`config.mk`:
```
export PLATFORM = sky130hd
export DESIGN_NAME = ucr_regs
export DESIGN_NICKNAME = d
export VERILOG_FILES = /design/src/ucr_pkg.sv /design/src/ucr_regs.sv
export VERILOG_INCLUDE_DIRS = /design/src /design/src/src
export SDC_FILE = /design/constraint.sdc
export NUM_CORES = 1
export LEC_CHECK = 0
export BUFFER_PORTS_ARGS = -buffer_cell sky130_fd_sc_hd__buf_2
export CORE_MARGIN = 5
export CORE_UTILIZATION = 40
export DETAILED_ROUTE_END_ITERATION = 8
export GPL_TIMING_DRIVEN = 0
export SLEW_MARGIN = 10
export SYNTH_ARGS = -nofsm -noshare
export SYNTH_HDL_FRONTEND = slang
export SYNTH_SLANG_ARGS = --single-unit
```
`constraint.sdc`:
```
create_clock -name pclk -period 2.2 [get_ports pclk]
set_input_delay 0.11 -clock pclk [delete_from_list [all_inputs] [get_ports pclk]]
set_output_delay 0.11 -clock pclk [all_outputs]
set_load 0.02 [all_outputs]
```
`src/ucr_map.svh`:
```
// register offsets, field positions and reset values of the uart channel register file
`ifndef UCR_MAP_SVH
`define UCR_MAP_SVH
`define UCR_OFF_DATA       3'h0
`define UCR_OFF_IEN        3'h1
`define UCR_OFF_IDENT      3'h2
`define UCR_OFF_LCTL       3'h3
`define UCR_OFF_MCTL       3'h4
`define UCR_OFF_LSTAT      3'h5
`define UCR_OFF_MSTAT      3'h6
`define UCR_OFF_SCRATCH    3'h7
`define UCR_ADDR_SHADOW    12'h080
`define UCR_ADDR_EVSTAT    12'h084
`define UCR_ADDR_EVMASK    12'h088
`define UCR_ADDR_MODE      12'h08C
`define UCR_ADDR_DIVISOR   12'h090
`define UCR_BIT_DIVISOR_LATCH_ACCESS       7
`define UCR_BIT_FIFO_EN    0
`define UCR_BIT_RX_CLR     1
`define UCR_BIT_TX_CLR     2
`define UCR_BIT_HOLDING_REGISTER_EMPTY       5
`define UCR_BIT_TRANSMITTER_EMPTY       6
`define UCR_BIT_RXFERR     7
`define UCR_IEN_MASK       8'h0F
`define UCR_MCTL_MASK      8'h1F
`define UCR_RST_IDENT      8'h01
`define UCR_RST_LSTAT      8'h60
`define UCR_RST_ZERO       8'h00
`define UCR_ID_NONE        3'h0
`define UCR_ID_LINE        3'h3
`define UCR_ID_RXDATA      3'h2
`define UCR_ID_TIMEOUT     3'h6
`define UCR_ID_HOLDING_REGISTER_EMPTY        3'h1
`define UCR_ID_MODEM       3'h0
`define UCR_EV_W           4
`endif

```
`src/ucr_pkg.sv`:
```
// types shared by the uart channel register file
package ucr_pkg;
   typedef logic [7:0] ucr_byte_t;
   typedef enum logic [1:0] {
      UCR_TX_IDLE  = 2'b00,
      UCR_TX_SHIFT = 2'b01,
      UCR_TX_LAST  = 2'b11
   } ucr_tx_state_t;
endpackage : ucr_pkg

```
`src/ucr_regs.sv`:
```
// register file of one uart channel, apb slave with character and modem interfaces
//
// Function
// [RULE1] line_control bit 7 maps offsets 0 and 1 onto divisor low/high bytes
// [RULE2] offset 0 read with access bit low returns oldest received character; code returns the latest, each rx_valid overwrites receive_buffer
// [RULE3] offset 0 write with access bit low loads transmit_holding
// [RULE4] offset 2 read returns pending flag, source id, zeros, fifo-enabled bits
// [RULE5] offset 2 write loads fifo_control: enable, clears, trigger level
// [RULE6] bit 0 of a character is shifted out and in first
// [RULE7] in legacy mode transmitter_empty set whenever shift register is empty
// [RULE8] scratch is plain storage, absent in legacy mode
// [RULE9] fifos disabled force ident bits 3,6,7 and line_status bit 7 to zero
// [RULE10] dma mode select bit is accepted but has no effect
// [RULE11] every fifo_control write is mirrored into a readable shadow copy
// [RULE12] aux_out_1 and aux_out_2 are stored and readable, drive no pin
// [RULE13] reset leaves interrupt_ident reading bit 0 high, others low
// [RULE14] reset leaves line_status zero except bits 5 and 6 high
// [RULE15] interrupt_enable has four enables in bits 0-3, upper bits zero
// [RULE16] line_control fields: word length, stop, parity, stick, break, access bit
// [RULE17] line_status fields: ready, overrun, parity, framing, break, empties, fifo error
`timescale 1ns/1ps
`include "ucr_map.svh"
module ucr_regs
   import ucr_pkg::*;
(
   input  wire logic        pclk,
   input  wire logic        presetn,
   input  wire logic        psel,
   input  wire logic        penable,
   input  wire logic        pwrite,
   input  wire logic [11:0] paddr,
   input  wire logic [31:0] pwdata,
   output logic      [31:0] prdata,
   output logic             pready,
   output logic             pslverr,
   input  wire logic        rx_valid,
   input  wire logic [7:0]  rx_char,
   input  wire logic [3:0]  rx_errors,
   output logic             tx_load,
   output logic [7:0]       tx_char,
   input  wire logic        tx_shift_empty,
   output logic             rx_fifo_clear,
   output logic             tx_fifo_clear,
   output logic             rts_n,
   output logic             dtr_n,
   output logic             loopback,
   output logic [15:0]      baud_divisor,
   output logic [7:0]       line_cfg,
   output logic             tx_serial,
   input  wire logic        cts_n,
   input  wire logic        dsr_n,
   input  wire logic        ri_n,
   input  wire logic        dcd_n,
   output logic             irq
);
   ucr_byte_t     receive_buffer;
   ucr_byte_t     transmit_holding;
   ucr_byte_t     interrupt_enable;
   ucr_byte_t     line_control;
   ucr_byte_t     modem_control;
   ucr_byte_t     scratch;
   ucr_byte_t     fifo_control;
   ucr_byte_t     fifo_shadow;
   ucr_byte_t     modem_status;
   logic [4:0]    lstat_err;
   logic          data_ready;
   logic          holding_register_empty;
   logic          transmitter_empty;
   logic          legacy_mode;
   logic [3:0]    ev_status;
   logic [3:0]    ev_mask;
   logic [15:0]   divisor;
   logic [3:0]    modem_s1;
   logic [3:0]    modem_s2;
   logic [3:0]    modem_s3;
   ucr_tx_state_t tx_state;
   logic [7:0]    tx_shreg;
   logic [2:0]    tx_bits;
   logic          thr_full;

   logic       acc;
   logic       wr;
   logic       rd;
   logic       local_hit;
   logic [2:0] off;
   logic       divisor_latch_access;
   logic       fifo_on;
   ucr_byte_t  ident;
   ucr_byte_t  line_status;
   logic [3:0] ev_set;
   logic [3:0] modem_now;
   logic       next_tx_load;

   function automatic logic hit(input logic [2:0] o, input logic [2:0] want);
      hit = local_hit && (o == want);
   endfunction : hit

   ////////////////////////////////////////////////////////////////////////
   assign acc       = psel && penable;
   assign wr        = acc && pwrite;
   assign rd        = acc && !pwrite;
   assign local_hit = (paddr[11:5] == 7'h00) && (paddr[1:0] == 2'b00);
   assign off       = paddr[4:2];
   assign divisor_latch_access      = line_control[`UCR_BIT_DIVISOR_LATCH_ACCESS]; // RULE1
   assign fifo_on   = fifo_control[`UCR_BIT_FIFO_EN];

   // stable pin view: second and third stages must agree
   assign modem_now = (modem_s2 == modem_s3) ? ~modem_s3 : ~modem_s2;

   // source priority: line > rx data > holding empty > modem
   always_comb begin
      ident = `UCR_RST_IDENT; // RULE13
      if (interrupt_enable[2] && (lstat_err[4:1] != 4'h0)) begin
         ident[3:0] = {`UCR_ID_LINE, 1'b0};
      end else if (interrupt_enable[0] && data_ready) begin
         ident[3:0] = {`UCR_ID_RXDATA, 1'b0};
      end else if (interrupt_enable[1] && holding_register_empty) begin
         ident[3:0] = {`UCR_ID_HOLDING_REGISTER_EMPTY, 1'b0};
      end else if (interrupt_enable[3] && (modem_status[3:0] != 4'h0)) begin
         ident[3:0] = {`UCR_ID_MODEM, 1'b0};
      end
      ident[7:6] = {fifo_on, fifo_on}; // RULE4
      if (!fifo_on) begin
         ident[3] = 1'b0; // RULE9
      end
   end

   always_comb begin
      line_status = {lstat_err[0] & fifo_on, transmitter_empty, holding_register_empty,
                     lstat_err[4:1], data_ready}; // RULE17 RULE9
   end

   assign ev_set = {modem_status[3:0] != 4'h0, lstat_err[4:1] != 4'h0,
                    holding_register_empty, data_ready};

   ////////////////////////////////////////////////////////////////////////
   // apb slave: zero wait state, unmapped offsets answer with an error
   always_ff @(posedge pclk or negedge presetn) begin
      if (!presetn) begin
         prdata  <= 32'h0000_0000;
         pready  <= 1'b0;
         pslverr <= 1'b0;
      end else begin
         pready  <= psel && !penable;
         pslverr <= psel && !penable && !(local_hit ||
                    paddr == `UCR_ADDR_SHADOW || paddr == `UCR_ADDR_EVSTAT ||
                    paddr == `UCR_ADDR_EVMASK || paddr == `UCR_ADDR_MODE ||
                    paddr == `UCR_ADDR_DIVISOR);
         prdata  <= 32'h0000_0000;
         if (psel && !penable && !pwrite) begin
            case (1'b1)
               hit(off, `UCR_OFF_DATA):
                  prdata[7:0] <= divisor_latch_access ? divisor[7:0] : receive_buffer; // RULE1 RULE2
               hit(off, `UCR_OFF_IEN):
                  prdata[7:0] <= divisor_latch_access ? divisor[15:8] : interrupt_enable;
               hit(off, `UCR_OFF_IDENT):   prdata[7:0] <= ident; // RULE4
               hit(off, `UCR_OFF_LCTL):    prdata[7:0] <= line_control;
               hit(off, `UCR_OFF_MCTL):    prdata[7:0] <= modem_control; // RULE12
               hit(off, `UCR_OFF_LSTAT):   prdata[7:0] <= line_status;
               hit(off, `UCR_OFF_MSTAT):   prdata[7:0] <= modem_status;
               hit(off, `UCR_OFF_SCRATCH):
                  prdata[7:0] <= legacy_mode ? `UCR_RST_ZERO : scratch; // RULE8
               paddr == `UCR_ADDR_SHADOW:  prdata[7:0] <= fifo_shadow; // RULE11
               paddr == `UCR_ADDR_EVSTAT:  prdata[3:0] <= ev_status;
               paddr == `UCR_ADDR_EVMASK:  prdata[3:0] <= ev_mask;
               paddr == `UCR_ADDR_MODE:    prdata[0]   <= legacy_mode;
               paddr == `UCR_ADDR_DIVISOR: prdata[15:0] <= divisor;
               default:                    prdata <= 32'h0000_0000;
            endcase
         end
      end
   end

   ////////////////////////////////////////////////////////////////////////
   always_ff @(posedge pclk or negedge presetn) begin
      if (!presetn) begin
         interrupt_enable <= `UCR_RST_ZERO;
         line_control     <= `UCR_RST_ZERO;
         modem_control    <= `UCR_RST_ZERO;
         scratch          <= `UCR_RST_ZERO;
         divisor          <= 16'h0000;
         legacy_mode      <= 1'b0;
         ev_mask          <= 4'h0;
      end else if (wr) begin
         if (hit(off, `UCR_OFF_DATA) && divisor_latch_access) begin
            divisor[7:0] <= pwdata[7:0]; // RULE1
         end
         if (hit(off, `UCR_OFF_IEN)) begin
            if (divisor_latch_access) begin
               divisor[15:8] <= pwdata[7:0]; // RULE1
            end else begin
               interrupt_enable <= pwdata[7:0] & `UCR_IEN_MASK; // RULE15
            end
         end
         if (hit(off, `UCR_OFF_LCTL)) begin
            line_control <= pwdata[7:0]; // RULE16
         end
         if (hit(off, `UCR_OFF_MCTL)) begin
            modem_control <= pwdata[7:0] & `UCR_MCTL_MASK; // RULE12
         end
         if (hit(off, `UCR_OFF_SCRATCH) && !legacy_mode) begin
            scratch <= pwdata[7:0]; // RULE8
         end
         if (paddr == `UCR_ADDR_EVMASK) begin
            ev_mask <= pwdata[3:0];
         end
         if (paddr == `UCR_ADDR_MODE) begin
            legacy_mode <= pwdata[0];
         end
         if (paddr == `UCR_ADDR_DIVISOR) begin
            divisor <= pwdata[15:0];
         end
      end
   end

   // fifo control and its shadow; clears are one-cycle pulses
   always_ff @(posedge pclk or negedge presetn) begin
      if (!presetn) begin
         fifo_control  <= `UCR_RST_ZERO;
         fifo_shadow   <= `UCR_RST_ZERO;
         rx_fifo_clear <= 1'b0;
         tx_fifo_clear <= 1'b0;
      end else begin
         rx_fifo_clear <= 1'b0;
         tx_fifo_clear <= 1'b0;
         if (wr && hit(off, `UCR_OFF_IDENT)) begin
            // dma select bit 3 is stored only, nothing reads it
            fifo_control  <= {pwdata[7:6], 2'b00, pwdata[3], 2'b00, pwdata[0]}; // RULE5 RULE10
            fifo_shadow   <= pwdata[7:0]; // RULE11
            rx_fifo_clear <= pwdata[`UCR_BIT_RX_CLR] & pwdata[`UCR_BIT_FIFO_EN]; // RULE5
            tx_fifo_clear <= pwdata[`UCR_BIT_TX_CLR] & pwdata[`UCR_BIT_FIFO_EN];
         end
      end
   end

   ////////////////////////////////////////////////////////////////////////
   // receive side: a new character wins over a read that clears ready
   always_ff @(posedge pclk or negedge presetn) begin
      if (!presetn) begin
         receive_buffer <= `UCR_RST_ZERO;
         data_ready     <= 1'b0;
         lstat_err      <= 5'h00; // RULE14
      end else begin
         if (rd && hit(off, `UCR_OFF_DATA) && !divisor_latch_access) begin
            data_ready <= 1'b0;
         end
         if (rd && hit(off, `UCR_OFF_LSTAT)) begin
            lstat_err <= 5'h00;
         end
         if (rx_valid) begin
            receive_buffer <= rx_char; // RULE2 RULE6
            data_ready     <= 1'b1;
            lstat_err[1]   <= data_ready && !fifo_on;
            lstat_err[4:2] <= rx_errors[2:0];
            lstat_err[0]   <= fifo_on && (rx_errors[2:0] != 3'h0);
            if (rx_errors[3]) begin
               lstat_err[1] <= 1'b1;
            end
         end
      end
   end

   ////////////////////////////////////////////////////////////////////////
   // holding register and lsb-first serialiser
   always_ff @(posedge pclk or negedge presetn) begin
      if (!presetn) begin
         transmit_holding <= `UCR_RST_ZERO;
         thr_full         <= 1'b0;
         tx_state         <= UCR_TX_IDLE;
         tx_shreg         <= `UCR_RST_ZERO;
         tx_bits          <= 3'h0;
         tx_serial        <= 1'b1;
         tx_load          <= 1'b0;
         tx_char          <= `UCR_RST_ZERO;
      end else begin
         tx_load <= next_tx_load;
         if (wr && hit(off, `UCR_OFF_DATA) && !divisor_latch_access) begin
            transmit_holding <= pwdata[7:0]; // RULE3
            thr_full         <= 1'b1;
         end else if (next_tx_load) begin
            thr_full <= 1'b0;
         end
         case (tx_state)
            UCR_TX_IDLE: begin
               if (thr_full) begin
                  tx_shreg <= transmit_holding;
                  tx_char  <= transmit_holding;
                  tx_bits  <= 3'h7;
                  tx_state <= UCR_TX_SHIFT;
               end
            end
            UCR_TX_SHIFT: begin
               tx_serial <= tx_shreg[0]; // RULE6
               tx_shreg  <= {1'b0, tx_shreg[7:1]};
               tx_bits   <= tx_bits - 3'h1;
               if (tx_bits == 3'h0) begin
                  tx_state <= UCR_TX_LAST;
               end
            end
            UCR_TX_LAST: begin
               tx_serial <= 1'b1;
               tx_state  <= UCR_TX_IDLE;
            end
            default: tx_state <= UCR_TX_IDLE;
         endcase
      end
   end

   assign next_tx_load = (tx_state == UCR_TX_IDLE) && thr_full;

   always_ff @(posedge pclk or negedge presetn) begin
      if (!presetn) begin
         holding_register_empty <= 1'b1; // RULE14
         transmitter_empty      <= 1'b1;
      end else begin
         holding_register_empty <= !thr_full || next_tx_load;
         if (legacy_mode) begin
            transmitter_empty <= tx_shift_empty; // RULE7
         end else begin
            transmitter_empty <= !thr_full && tx_shift_empty && (tx_state == UCR_TX_IDLE);
         end
      end
   end

   ////////////////////////////////////////////////////////////////////////
   // modem pins: three-stage sync, deltas sticky until status read
   always_ff @(posedge pclk or negedge presetn) begin
      if (!presetn) begin
         modem_s1     <= 4'hF;
         modem_s2     <= 4'hF;
         modem_s3     <= 4'hF;
         modem_status <= `UCR_RST_ZERO;
      end else begin
         modem_s1 <= {dcd_n, ri_n, dsr_n, cts_n};
         modem_s2 <= modem_s1;
         modem_s3 <= modem_s2;
         if (rd && hit(off, `UCR_OFF_MSTAT)) begin
            modem_status[3:0] <= 4'h0;
         end
         if (modem_s2 == modem_s3) begin
            modem_status[7:4] <= modem_now;
            if (modem_now[0] != modem_status[4]) modem_status[0] <= 1'b1;
            if (modem_now[1] != modem_status[5]) modem_status[1] <= 1'b1;
            if (!modem_now[2] && modem_status[6]) modem_status[2] <= 1'b1;
            if (modem_now[3] != modem_status[7]) modem_status[3] <= 1'b1;
         end
      end
   end

   ////////////////////////////////////////////////////////////////////////
   // sticky events, write one to clear, set wins
   always_ff @(posedge pclk or negedge presetn) begin
      if (!presetn) begin
         ev_status <= 4'h0;
         irq       <= 1'b0;
      end else begin
         if (wr && paddr == `UCR_ADDR_EVSTAT) begin
            ev_status <= (ev_status & ~pwdata[3:0]) | ev_set;
         end else begin
            ev_status <= ev_status | ev_set;
         end
         irq <= |(ev_status & ev_mask);
      end
   end

   // aux bits 2 and 3 intentionally stay internal
   always_ff @(posedge pclk or negedge presetn) begin
      if (!presetn) begin
         dtr_n        <= 1'b1;
         rts_n        <= 1'b1;
         loopback     <= 1'b0;
         baud_divisor <= 16'h0000;
         line_cfg     <= `UCR_RST_ZERO;
      end else begin
         dtr_n        <= !modem_control[0];
         rts_n        <= !modem_control[1];
         loopback     <= modem_control[4];
         baud_divisor <= divisor;
         line_cfg     <= line_control;
      end
   end

endmodule : ucr_regs

```
==> results.ini, run 1 <==
[sta]
relSlewSlack=0.469
period_share=0.950
setup_slack_ns=0.111
fin_setup_tns_ns=0
rsz0062_at_grt=false
slew_violations=0
finalSetupViolCount=0
clock_skew_ns=0.0110
worstMarginPinSlew_ns=0.794
fmax_ghz=0.479
post-route-min-period_ns=2.09
final_hold_viol_count=0

[floorplanning]
fp.dieW_um=148
dieArea_mm2=0.0219
die_h_um=148
initial_core_util=0.407
rows=50
core_mm2=0.0188
pin_count=141

[placed_design]
gp_congestion=0.965
dpl.hpwl_um=17000
numPortBuffers=105
place_inst=996
post_dp_cell_area_mm2=0.00855
dp_slack_ns=-0.704

[critical_path]
crit_arrival_ns=2.40
critPathLaunchType=input port
cp-end-kind=flip-flop
required_ns=2.51
reg2regPathDepth=5
r2r-end=prdata[2]
r2r_start=line_control[7]
crit_fanout=9
worstSetupPathType=input port to flip-flop
r2r_slack_ns=0.11

[route]
antenna_left=0
avgRoutedWirePerCell_um=22.0
drtIter0Drc=441
drt-total-wl_um=23200
drt_pre_antenna_iters=6
routed-via-count=5725
drc_errors=0
via_per_inst=5.42

[finish]
fin_cells=1056
fin_area_mm2=0.00950
area_growth_syn_to_layout_pct=24.4
final_layout_size_suffix_gt1_frac=0.320
layout.nets=878
insertedDiodeCount=0
n_fill_cell=1677

[clocking]
cts_buffers=17
htree_levels=4
cts_buffer_depth=2
clkTransAtPathRegs_ns=0.07
cts_root_buf=clkbuf_16
clk_latency_ns=0.43
cts_sinks=174
cts_tree=done
post_cts_buffers=0

[synthesis]
synth-edff-count=0
synth-seq-cells=174
synthArstFlopShare=1.00
yosys_warnings=0
ys_types=70
syn_inst=641
yosys.area_share.simple=0.119
synthFlopType=dfrtp_1
synth-xor-area-share=0.00803
synth_compound_area_frac=0.127
ys_seq_area_frac=0.573
muxShareOfSynthArea=0.130
yosys.area_share.adder=0.00328
netlist_area_mm2=0.00763
syn_avg_cell_area_um2=11.9
synth_top_family_by_area=multiplexers

[global_route]
grt_pass1_wl_um=35900
grt_usage=0.216
grt_max_degree=102
first_global_vias=6027
overflow=0
antenna_found_initial=0

[min_path]
holdCritStartpoint=pwdata[2]
holdCritPathClass=input port to flip-flop
whs_path_depth=3
min_to=divisor[10]

[status]
outcome=finished clean

[pwr]
power.leakage_nw=4.56
power.density_cell_area_mw_per_mm2=752
irDropWorstVdd_uv=483
total_power_w=0.00714

[job]
cap_violations=0

==> worst max-delay path by stage <==
| stage | from | endpoint | slack, ns | depth (start not counted) |
|---|---|---|---|---|
| after floorplan | paddr[9] | interrupt_enable[0] | 0.32 | 5 |
| after global placement | presetn | tx_char[4] | -1.55 | 1 |
| after detailed placement | line_control[7] | prdata[3] | -0.70 | 5 |
| after CTS | paddr[3] | modem_control[4] | 0.03 | 6 |
| after global routing | line_control[7] | prdata[2] | 0.03 | 5 |
| final | paddr[9] | line_control[7] | 0.11 | 6 |
==> cell type report <==
type,instances,area (um2),share of cell area
timing repair buffer,134,843,0.0888
inverter,13,48.8,0.00514
tap,234,293,0.0308
multi-input combinational,420,3050,0.321
sequential,174,4380,0.461
buffer,49,258,0.0271
clock inverter,9,160,0.0169
clock buffer,23,468,0.0493
==> layer usage <==
layer | vias up | GRT usage | wire (um)
li1 | 2616 | - | -
met1 | 2853 | 0.296 | 10500
met2 | 226 | 0.353 | 11200
met3 | 30 | 0.0475 | 1180
met4 | 0 | 0.0513 | 380
met5 | - | 0 | 0
==> critical path, cell delays in order <==
cell	delay, ns
buf_2	0.11
nor4_4	0.50
nand3_4	0.24
or3_4	0.47
nor2_2	0.55
mux2_2	0.41
==> metrics by stage <==
| stage | util | hold WS (ns) |
|---|---|---|
| 2_1_floorplan | - | -0.186 |
| 3_3_place_gp | 0.453 | 0.216 |
| 3_5_place_dp | 0.455 | 0.100 |
| 4_1_cts | 0.504 | 0.00203 |
| 5_1_grt | 0.506 | 0.0167 |
| 6_report | 0.506 | 0.0181 |
==> layout by cell type, fill, tap and decap left out, types with 10 or more instances in the layout <==
cell type	count
a21oi_1	25
a22o_1	10
a22oi_1	12
and2_1	13
buf_2	110
buf_4	16
clkbuf_1	26
clkbuf_16	17
conb_1	16
dfrtp_1	157
dfstp_2	17
dlygate4sd3_1	28
inv_1	13
mux2_2	64
mux2i_1	21
nand2_1	60
nand2b_1	10
nor2_1	19
nor2b_1	13
o21ai_0	32
==> logic make-up (layout without fill, tap and decap cells) <==
kind of cell,count (synthesis),in the layout
muxes,89,89
and+or+nand+nor,166,166
adders and majority gates,2,2
buffers and inverters,62,228
DFF,174,174
other,1,16
AOI/OAI and AO/OA,140,140
xor gates and xnor gates,7,7
==> repair_timing <==
item / CTS / global route
resized for setup: 4 / 7
endpoints found under the setup margin: 18 / 18
hold endpoints to repair: 83 / 0
hold buffers: 28 / 0
==> synthesized netlist by cell type, drive strengths merged, types with 3 or more instances <==
cell	n	share of area
nand2b	10	0.0082
inv	13	0.0064
nand4	4	0.0033
a21o	7	0.0069
xor2	4	0.0046
nor3b	4	0.0039
o31ai	4	0.0039
a211oi	6	0.0059
o2111ai	3	0.0034
a31oi	4	0.0033
nand3	8	0.0069
nor3	10	0.0095
nor2b	13	0.011
mux2i	21	0.028
and3	6	0.0049
o21ai	32	0.021
xnor2	3	0.0034
a22o	10	0.011
nand2	60	0.029
buf	25	0.021
dfrtp	157	0.51
a21oi	26	0.018
and2	14	0.012
or3	4	0.0046
a22oi	12	0.012
a2111oi	4	0.0046
a221oi	6	0.0069
mux2	68	0.10
dfstp	17	0.059
nor2	21	0.011
a32o	4	0.0052
clkbuf	24	0.012
==> report_power, final <==
part	leakage, nW	total [W]	internal [W]	switching, W
Sequential	2.25	0.00337	0.00329	0.0000810
Combinational	2.01	0.000561	0.000218	0.000343
Clock	0.294	0.00321	0.00197	0.00125
==> registers in the layout (all words and copies together) (netlist names), 2 cells and up <==
signal / cells
baud_divisor: 16
line_cfg: 8
tx_state: 2
ev_status: 4
scratch: 8
lstat_err: 5
modem_status: 8
receive_buffer: 8
line_control: 8
interrupt_enable: 4
modem_s2: 4
transmit_holding: 8
modem_s3: 4
modem_control: 5
ev_mask: 4
prdata: 16
fifo_shadow: 8
tx_char: 8
divisor: 16
modem_s1: 4
tx_bits: 3
tx_shreg: 8
No activity file was read; power rests on OpenSTA's default activity.
==> run 2, diff against run 1 <==
--- a/config.mk
+++ b/config.mk
@@ -11,6 +11,7 @@
 export CORE_UTILIZATION = 40
 export DETAILED_ROUTE_END_ITERATION = 8
 export GPL_TIMING_DRIVEN = 0
+export PLACE_DENSITY_LB_ADDON = 0.05
 export SLEW_MARGIN = 10
 export SYNTH_ARGS = -nofsm -noshare
 export SYNTH_HDL_FRONTEND = slang
==> run 2 against run 1 <==
Against the previous run: non-clock buffer count is 1 higher; power decreased by 4.1%; die area stayed put; setup slack better by 0.0097 ns; worst hold slack got worse by 0.0044 ns; largest power group unchanged.
==> results.ini, run 2 (synthesis results as in run 1) <==
[critical_path]
critical_path.startpoint=paddr[9]
required_ns=2.52
critPathLaunchType=input port
crit_fanout=9
crit_arrival_ns=2.40
worstSetupPathType=input port to flip-flop
cp-end-kind=flip-flop
r2r_start=line_control[7]

[sta]
relSlewSlack=0.248
fin_setup_tns_ns=0
finalSetupViolCount=0
clock_skew_ns=0.0134
post-route-min-period_ns=2.08
slew_violations=0
rsz0062_at_grt=false
period_share=0.945
worstMarginPinSlew_ns=1.11
final_hold_viol_count=0
setup_slack_ns=0.120
fmax_ghz=0.481

[finish]
reg_top3=baud_divisor: 16 flops, divisor: 16 flops, prdata: 16 flops
insertedDiodeCount=0
fin_util=0.504
final_common_cell=dfrtp_1
area_growth_syn_to_layout_pct=23.9
final_cell_mix=157 x dfrtp_1, 110 x buf_2, 64 x mux2_2
layout.nets=879
final_layout_size_suffix_gt1_frac=0.324

[min_path]
holdCritStartpoint=pwdata[2]
holdCritPathClass=input port to flip-flop

[floorplanning]
rows=50
dieArea_mm2=0.0219
initial_core_util=0.407
core_mm2=0.0188
pin_count=141
die_h_um=148
fp.dieW_um=148

[route]
drt-total-wl_um=23300
routed-via-count=5705
drc_errors=0
avgRoutedWirePerCell_um=22.0
drtIter0Drc=282
drt_pre_antenna_iters=5
antenna_left=0
via_per_inst=5.40

[clocking]
cts_tree=done
clk_latency_ns=0.44
htree_levels=4
clkTransAtPathRegs_ns=0.07
cts_buffer_depth=2
cts_sinks=174
cts_buffers=17
cts_root_buf=clkbuf_16

[status]
outcome=finished clean

[global_route]
overflow=0
grt_max_degree=101
grt_usage=0.217
grt_pass1_wl_um=36300
antenna_found_initial=1
first_global_vias=5937

[pwr]
total_power_w=0.00685
power.density_cell_area_mw_per_mm2=724
irDropWorstVdd_uv=708
power.leakage_nw=4.56

[placed_design]
gp_congestion=0.957
dpl.hpwl_um=17100
dp_slack_ns=-0.892
numPortBuffers=105

[job]
cap_violations=0

==> run 2: routing by layer <==
metal | vias up | GRT usage | share of wire
li1 | 2614 | - | -
met1 | 2868 | 0.298 | 0.45
met2 | 189 | 0.347 | 0.47
met4 | 0 | 0.0702 | 0.024
met5 | - | 0 | 0
met3 | 34 | 0.0472 | 0.051
==> run 2: area by class of cell <==
type                    instances  area, um2
plain buffers                  49        258
clock buffers                  17        425
clock inverters                15        159
fillers                      1710       9310
inverters                      13       48.8
multi-input cells             420       3050
flip-flops and latches        174       4380
well taps                     234        293
repair buffers                135        853
==> run 2: critical path, cell delays in order <==
cell	delay, ns
buf_2	0.11
nor4_4	0.53
nand3_4	0.25
or3_4	0.48
nor2_2	0.51
mux2_2	0.40
==> run 2: through the flow <==
step	hold WS, ns	instances	area (um2)
floorplan	-0.186	656	7690
global placement	0.216	995	8510
detailed placement	0.117	996	8550
CTS	0.00944	1057	9440
global route	0.0272	1057	9460
finish	0.0137	1057	9460
==> run 2: report_power, final <==
part | switching, W | internal, W
combinational | 0.000337 | 0.000219
sequential | 0.0000802 | 0.00328
clock | 0.00142 | 0.00151
total | 0.00184 | 0.00501
==> run 2: path summary, 6_finish.rpt <==
kind                                     end  slack (ns)  cells after the start
max in group asynchronous  transmitter_empty        1.08                      3
min                              divisor[10]        0.01                      3
max                          line_control[6]        0.12                      6
min reg2reg                      modem_s2[1]        0.36                      0
max reg2reg                        prdata[2]        0.17                      5
min in group asynchronous          prdata[8]        0.22                      2
==> run 2: what timing repair did <==
action / 4_1_cts / 5_1_grt
endpoints found under the setup margin: 19 / 8
pin swaps: 0 / 1
endpoints found under the hold margin: 100 / 0
setup buffers: 0 / 0
hold buffers: 29 / 0
gates resized for setup: 6 / 7
==> run 3, diff against run 2 <==
--- a/config.mk
+++ b/config.mk
@@ -8,7 +8,8 @@
 export LEC_CHECK = 0
 export BUFFER_PORTS_ARGS = -buffer_cell sky130_fd_sc_hd__buf_2
 export CORE_MARGIN = 5
-export CORE_UTILIZATION = 40
+export CORE_UTILIZATION = 54
+export CTS_BUF_LIST = sky130_fd_sc_hd__clkbuf_8
 export DETAILED_ROUTE_END_ITERATION = 8
 export GPL_TIMING_DRIVEN = 0
 export PLACE_DENSITY_LB_ADDON = 0.05
==> constraint.sdc (replaced) <==
create_clock -name pclk -period 2.2 [get_ports pclk]
set_input_delay 0.44 -clock pclk [delete_from_list [all_inputs] [get_ports pclk]]
set_output_delay 0.44 -clock pclk [all_outputs]
set_load 0.02 [all_outputs]
==> run 3 against run 2 <==
Against the previous run: first-iteration DRC count up 120%; final cell count down 7.6%; combinational power is 6.5% lower; wire length down 7.2%; clock skew is 0.0022 ns lower; die area is 24% lower; critical path depth decreased by 1; count of clock-buffer cells in the layout increased by 3; critical path type unchanged; largest power group unchanged; highest routed layer unchanged.
==> results.ini, run 3 (synthesis results as in run 1) <==
[pwr]
irDropWorstVdd_uv=614
p_seq_frac=0.552
p_int_w=0.00456
swShare=0.251
p_sw_w=0.00153
combinationalPowerShare=0.085
clkPwrFrac=0.362
power.density_cell_area_mw_per_mm2=679
power.leakage_nw=4.40

[min_path]
holdCritPathClass=input port to flip-flop
min_to=modem_s1[1]
whs_path_depth=1
holdCritStartpoint=dsr_n

[clocking]
cts_buffers=17
cts_tree=done
clk_latency_ns=0.46
cts_buffer_depth=2
htree_levels=4
clkTransAtPathRegs_ns=0.09
cts_sinks=174
cts_root_buf=clkbuf_8

[sta]
clock_skew_ns=0.0111
fin_setup_tns_ns=0
rsz0062_at_grt=false
post-route-min-period_ns=2.19
final_hold_viol_count=0
fmax_ghz=0.456
worstMarginPinSlew_ns=0.746
period_share=0.996
relSlewSlack=0.503
finalSetupViolCount=0
slew_violations=0

[floorplanning]
fp.dieW_um=129
dieArea_mm2=0.0166
pin_count=141
rows=43
initial_core_util=0.550
core_mm2=0.0139
die_h_um=129

[route]
avgRoutedWirePerCell_um=22.1
drt_pre_antenna_iters=5
antenna_left=0
via_per_inst=5.84
drc_errors=0
drtIter0Drc=614
drt-total-wl_um=21600
routed-via-count=5701

[global_route]
overflow=0
first_global_vias=5778
grt_max_degree=92
antenna_found_initial=0
grt_usage=0.269
grt_pass1_wl_um=33400

[critical_path]
r2r-end=prdata[3]
critPathLaunchType=input port
crit_fanout=10
reg2regPathDepth=5
cp-end-kind=flip-flop
required_ns=2.55
worstSetupPathType=input port to flip-flop
r2r_slack_ns=0.07
crit_arrival_ns=2.54
r2r_start=line_control[7]

[finish]
insertedDiodeCount=0
fin_util=0.646
fin_area_mm2=0.00897
final_layout_size_suffix_gt1_frac=0.340
final_common_cell=dfrtp_1
area_growth_syn_to_layout_pct=17.5
layout.nets=853
final_cell_mix=157 x dfrtp_1, 111 x buf_2, 64 x mux2_2
reg_top3=baud_divisor: 16 flops, divisor: 16 flops, prdata: 16 flops

[placed_design]
post_dp_cell_area_mm2=0.00848
gp_congestion=0.970
numPortBuffers=105
dpl.hpwl_um=16000

[status]
outcome=finished clean

[job]
cap_violations=0

run 3: changes by cell type in the layout (fill, tap and decap cells not counted), sizes merged:
cell         previous run  this run
bufinv                  0         2
clkinvlp                1         0
clkinv                 10         3
buf                   130       133
inv                    17        20
dlygate4sd3            29         1
clkbuf                 42        44
run 3: layout make-up:
cell class,count,area [um2]
clock inverters,12,121
plain buffers,49,260
clock buffers,20,275
well taps,180,225
flip-flops and latches,174,4380
repair buffers,109,601
fillers,1121,4910
inverters,13,48.8
multi-input cells,420,3070
run 3: how the worst max path moves through the flow:
stage / startpoint / endpoint
4_1_cts: line_control[7] / prdata[3]
5_1_grt: paddr[7] / prdata[2]
2_1_floorplan: paddr[10] / interrupt_enable[0]
3_3_place_gp: presetn / tx_shreg[5]
6_report: paddr[5] / ev_mask[3]
3_5_place_dp: paddr[5] / ev_mask[3]
run 3: stage by stage:
stage / hold WS, ns / worst slack [ns] / cells / power [W]
finish: 0.0715 / 0.00879 / 977 / 0.00609
global route: 0.0424 / 0.00313 / 977 / 0.00634
CTS: 0.0365 / 0.0155 / 976 / 0.00613
detailed placement: 0.348 / -0.716 / 942 / 0.00393
global placement: 0.347 / -1.77 / 941 / 0.00391
floorplan: 0.144 / -0.00706 / 656 / 0.00367
run 3: routing by layer:
| layer | share of wire | GRT usage | up-vias | routed length (um) |
|---|---|---|---|---|
| met5 | 0 | 0 | - | 0 |
| met4 | 0.031 | 0.107 | 0 | 666 |
| met3 | 0.063 | 0.0560 | 45 | 1370 |
| met2 | 0.47 | 0.423 | 238 | 10100 |
| met1 | 0.44 | 0.369 | 2849 | 9450 |
| li1 | - | - | 2569 | - |
run 3: power groups by stage:
stage | Clock (W) | Sequential (W) | Combinational [W]
after floorplan | 0 | 0.00339 | 0.000274
after global placement | 0 | 0.00342 | 0.000490
after detailed placement | 0 | 0.00342 | 0.000507
after CTS | 0.00225 | 0.00336 | 0.000515
after global routing | 0.00239 | 0.00338 | 0.000571
final | 0.00221 | 0.00337 | 0.000520
run 3: critical path, cell delays in order:
cell and delay (ns):
buf_2 0.16, nor4b_4 0.64, nand4_1 0.45, nor2_1 0.46, mux2_2 0.39
run 3: what timing repair did:
action,4_1_cts,5_1_grt
endpoints found under the setup margin,57,28
pin swaps,1,1
hold buffers,1,0
gates cloned,0,0
gates resized for setup,9,13
buffers inserted,1,1
hold endpoints to repair,82,0
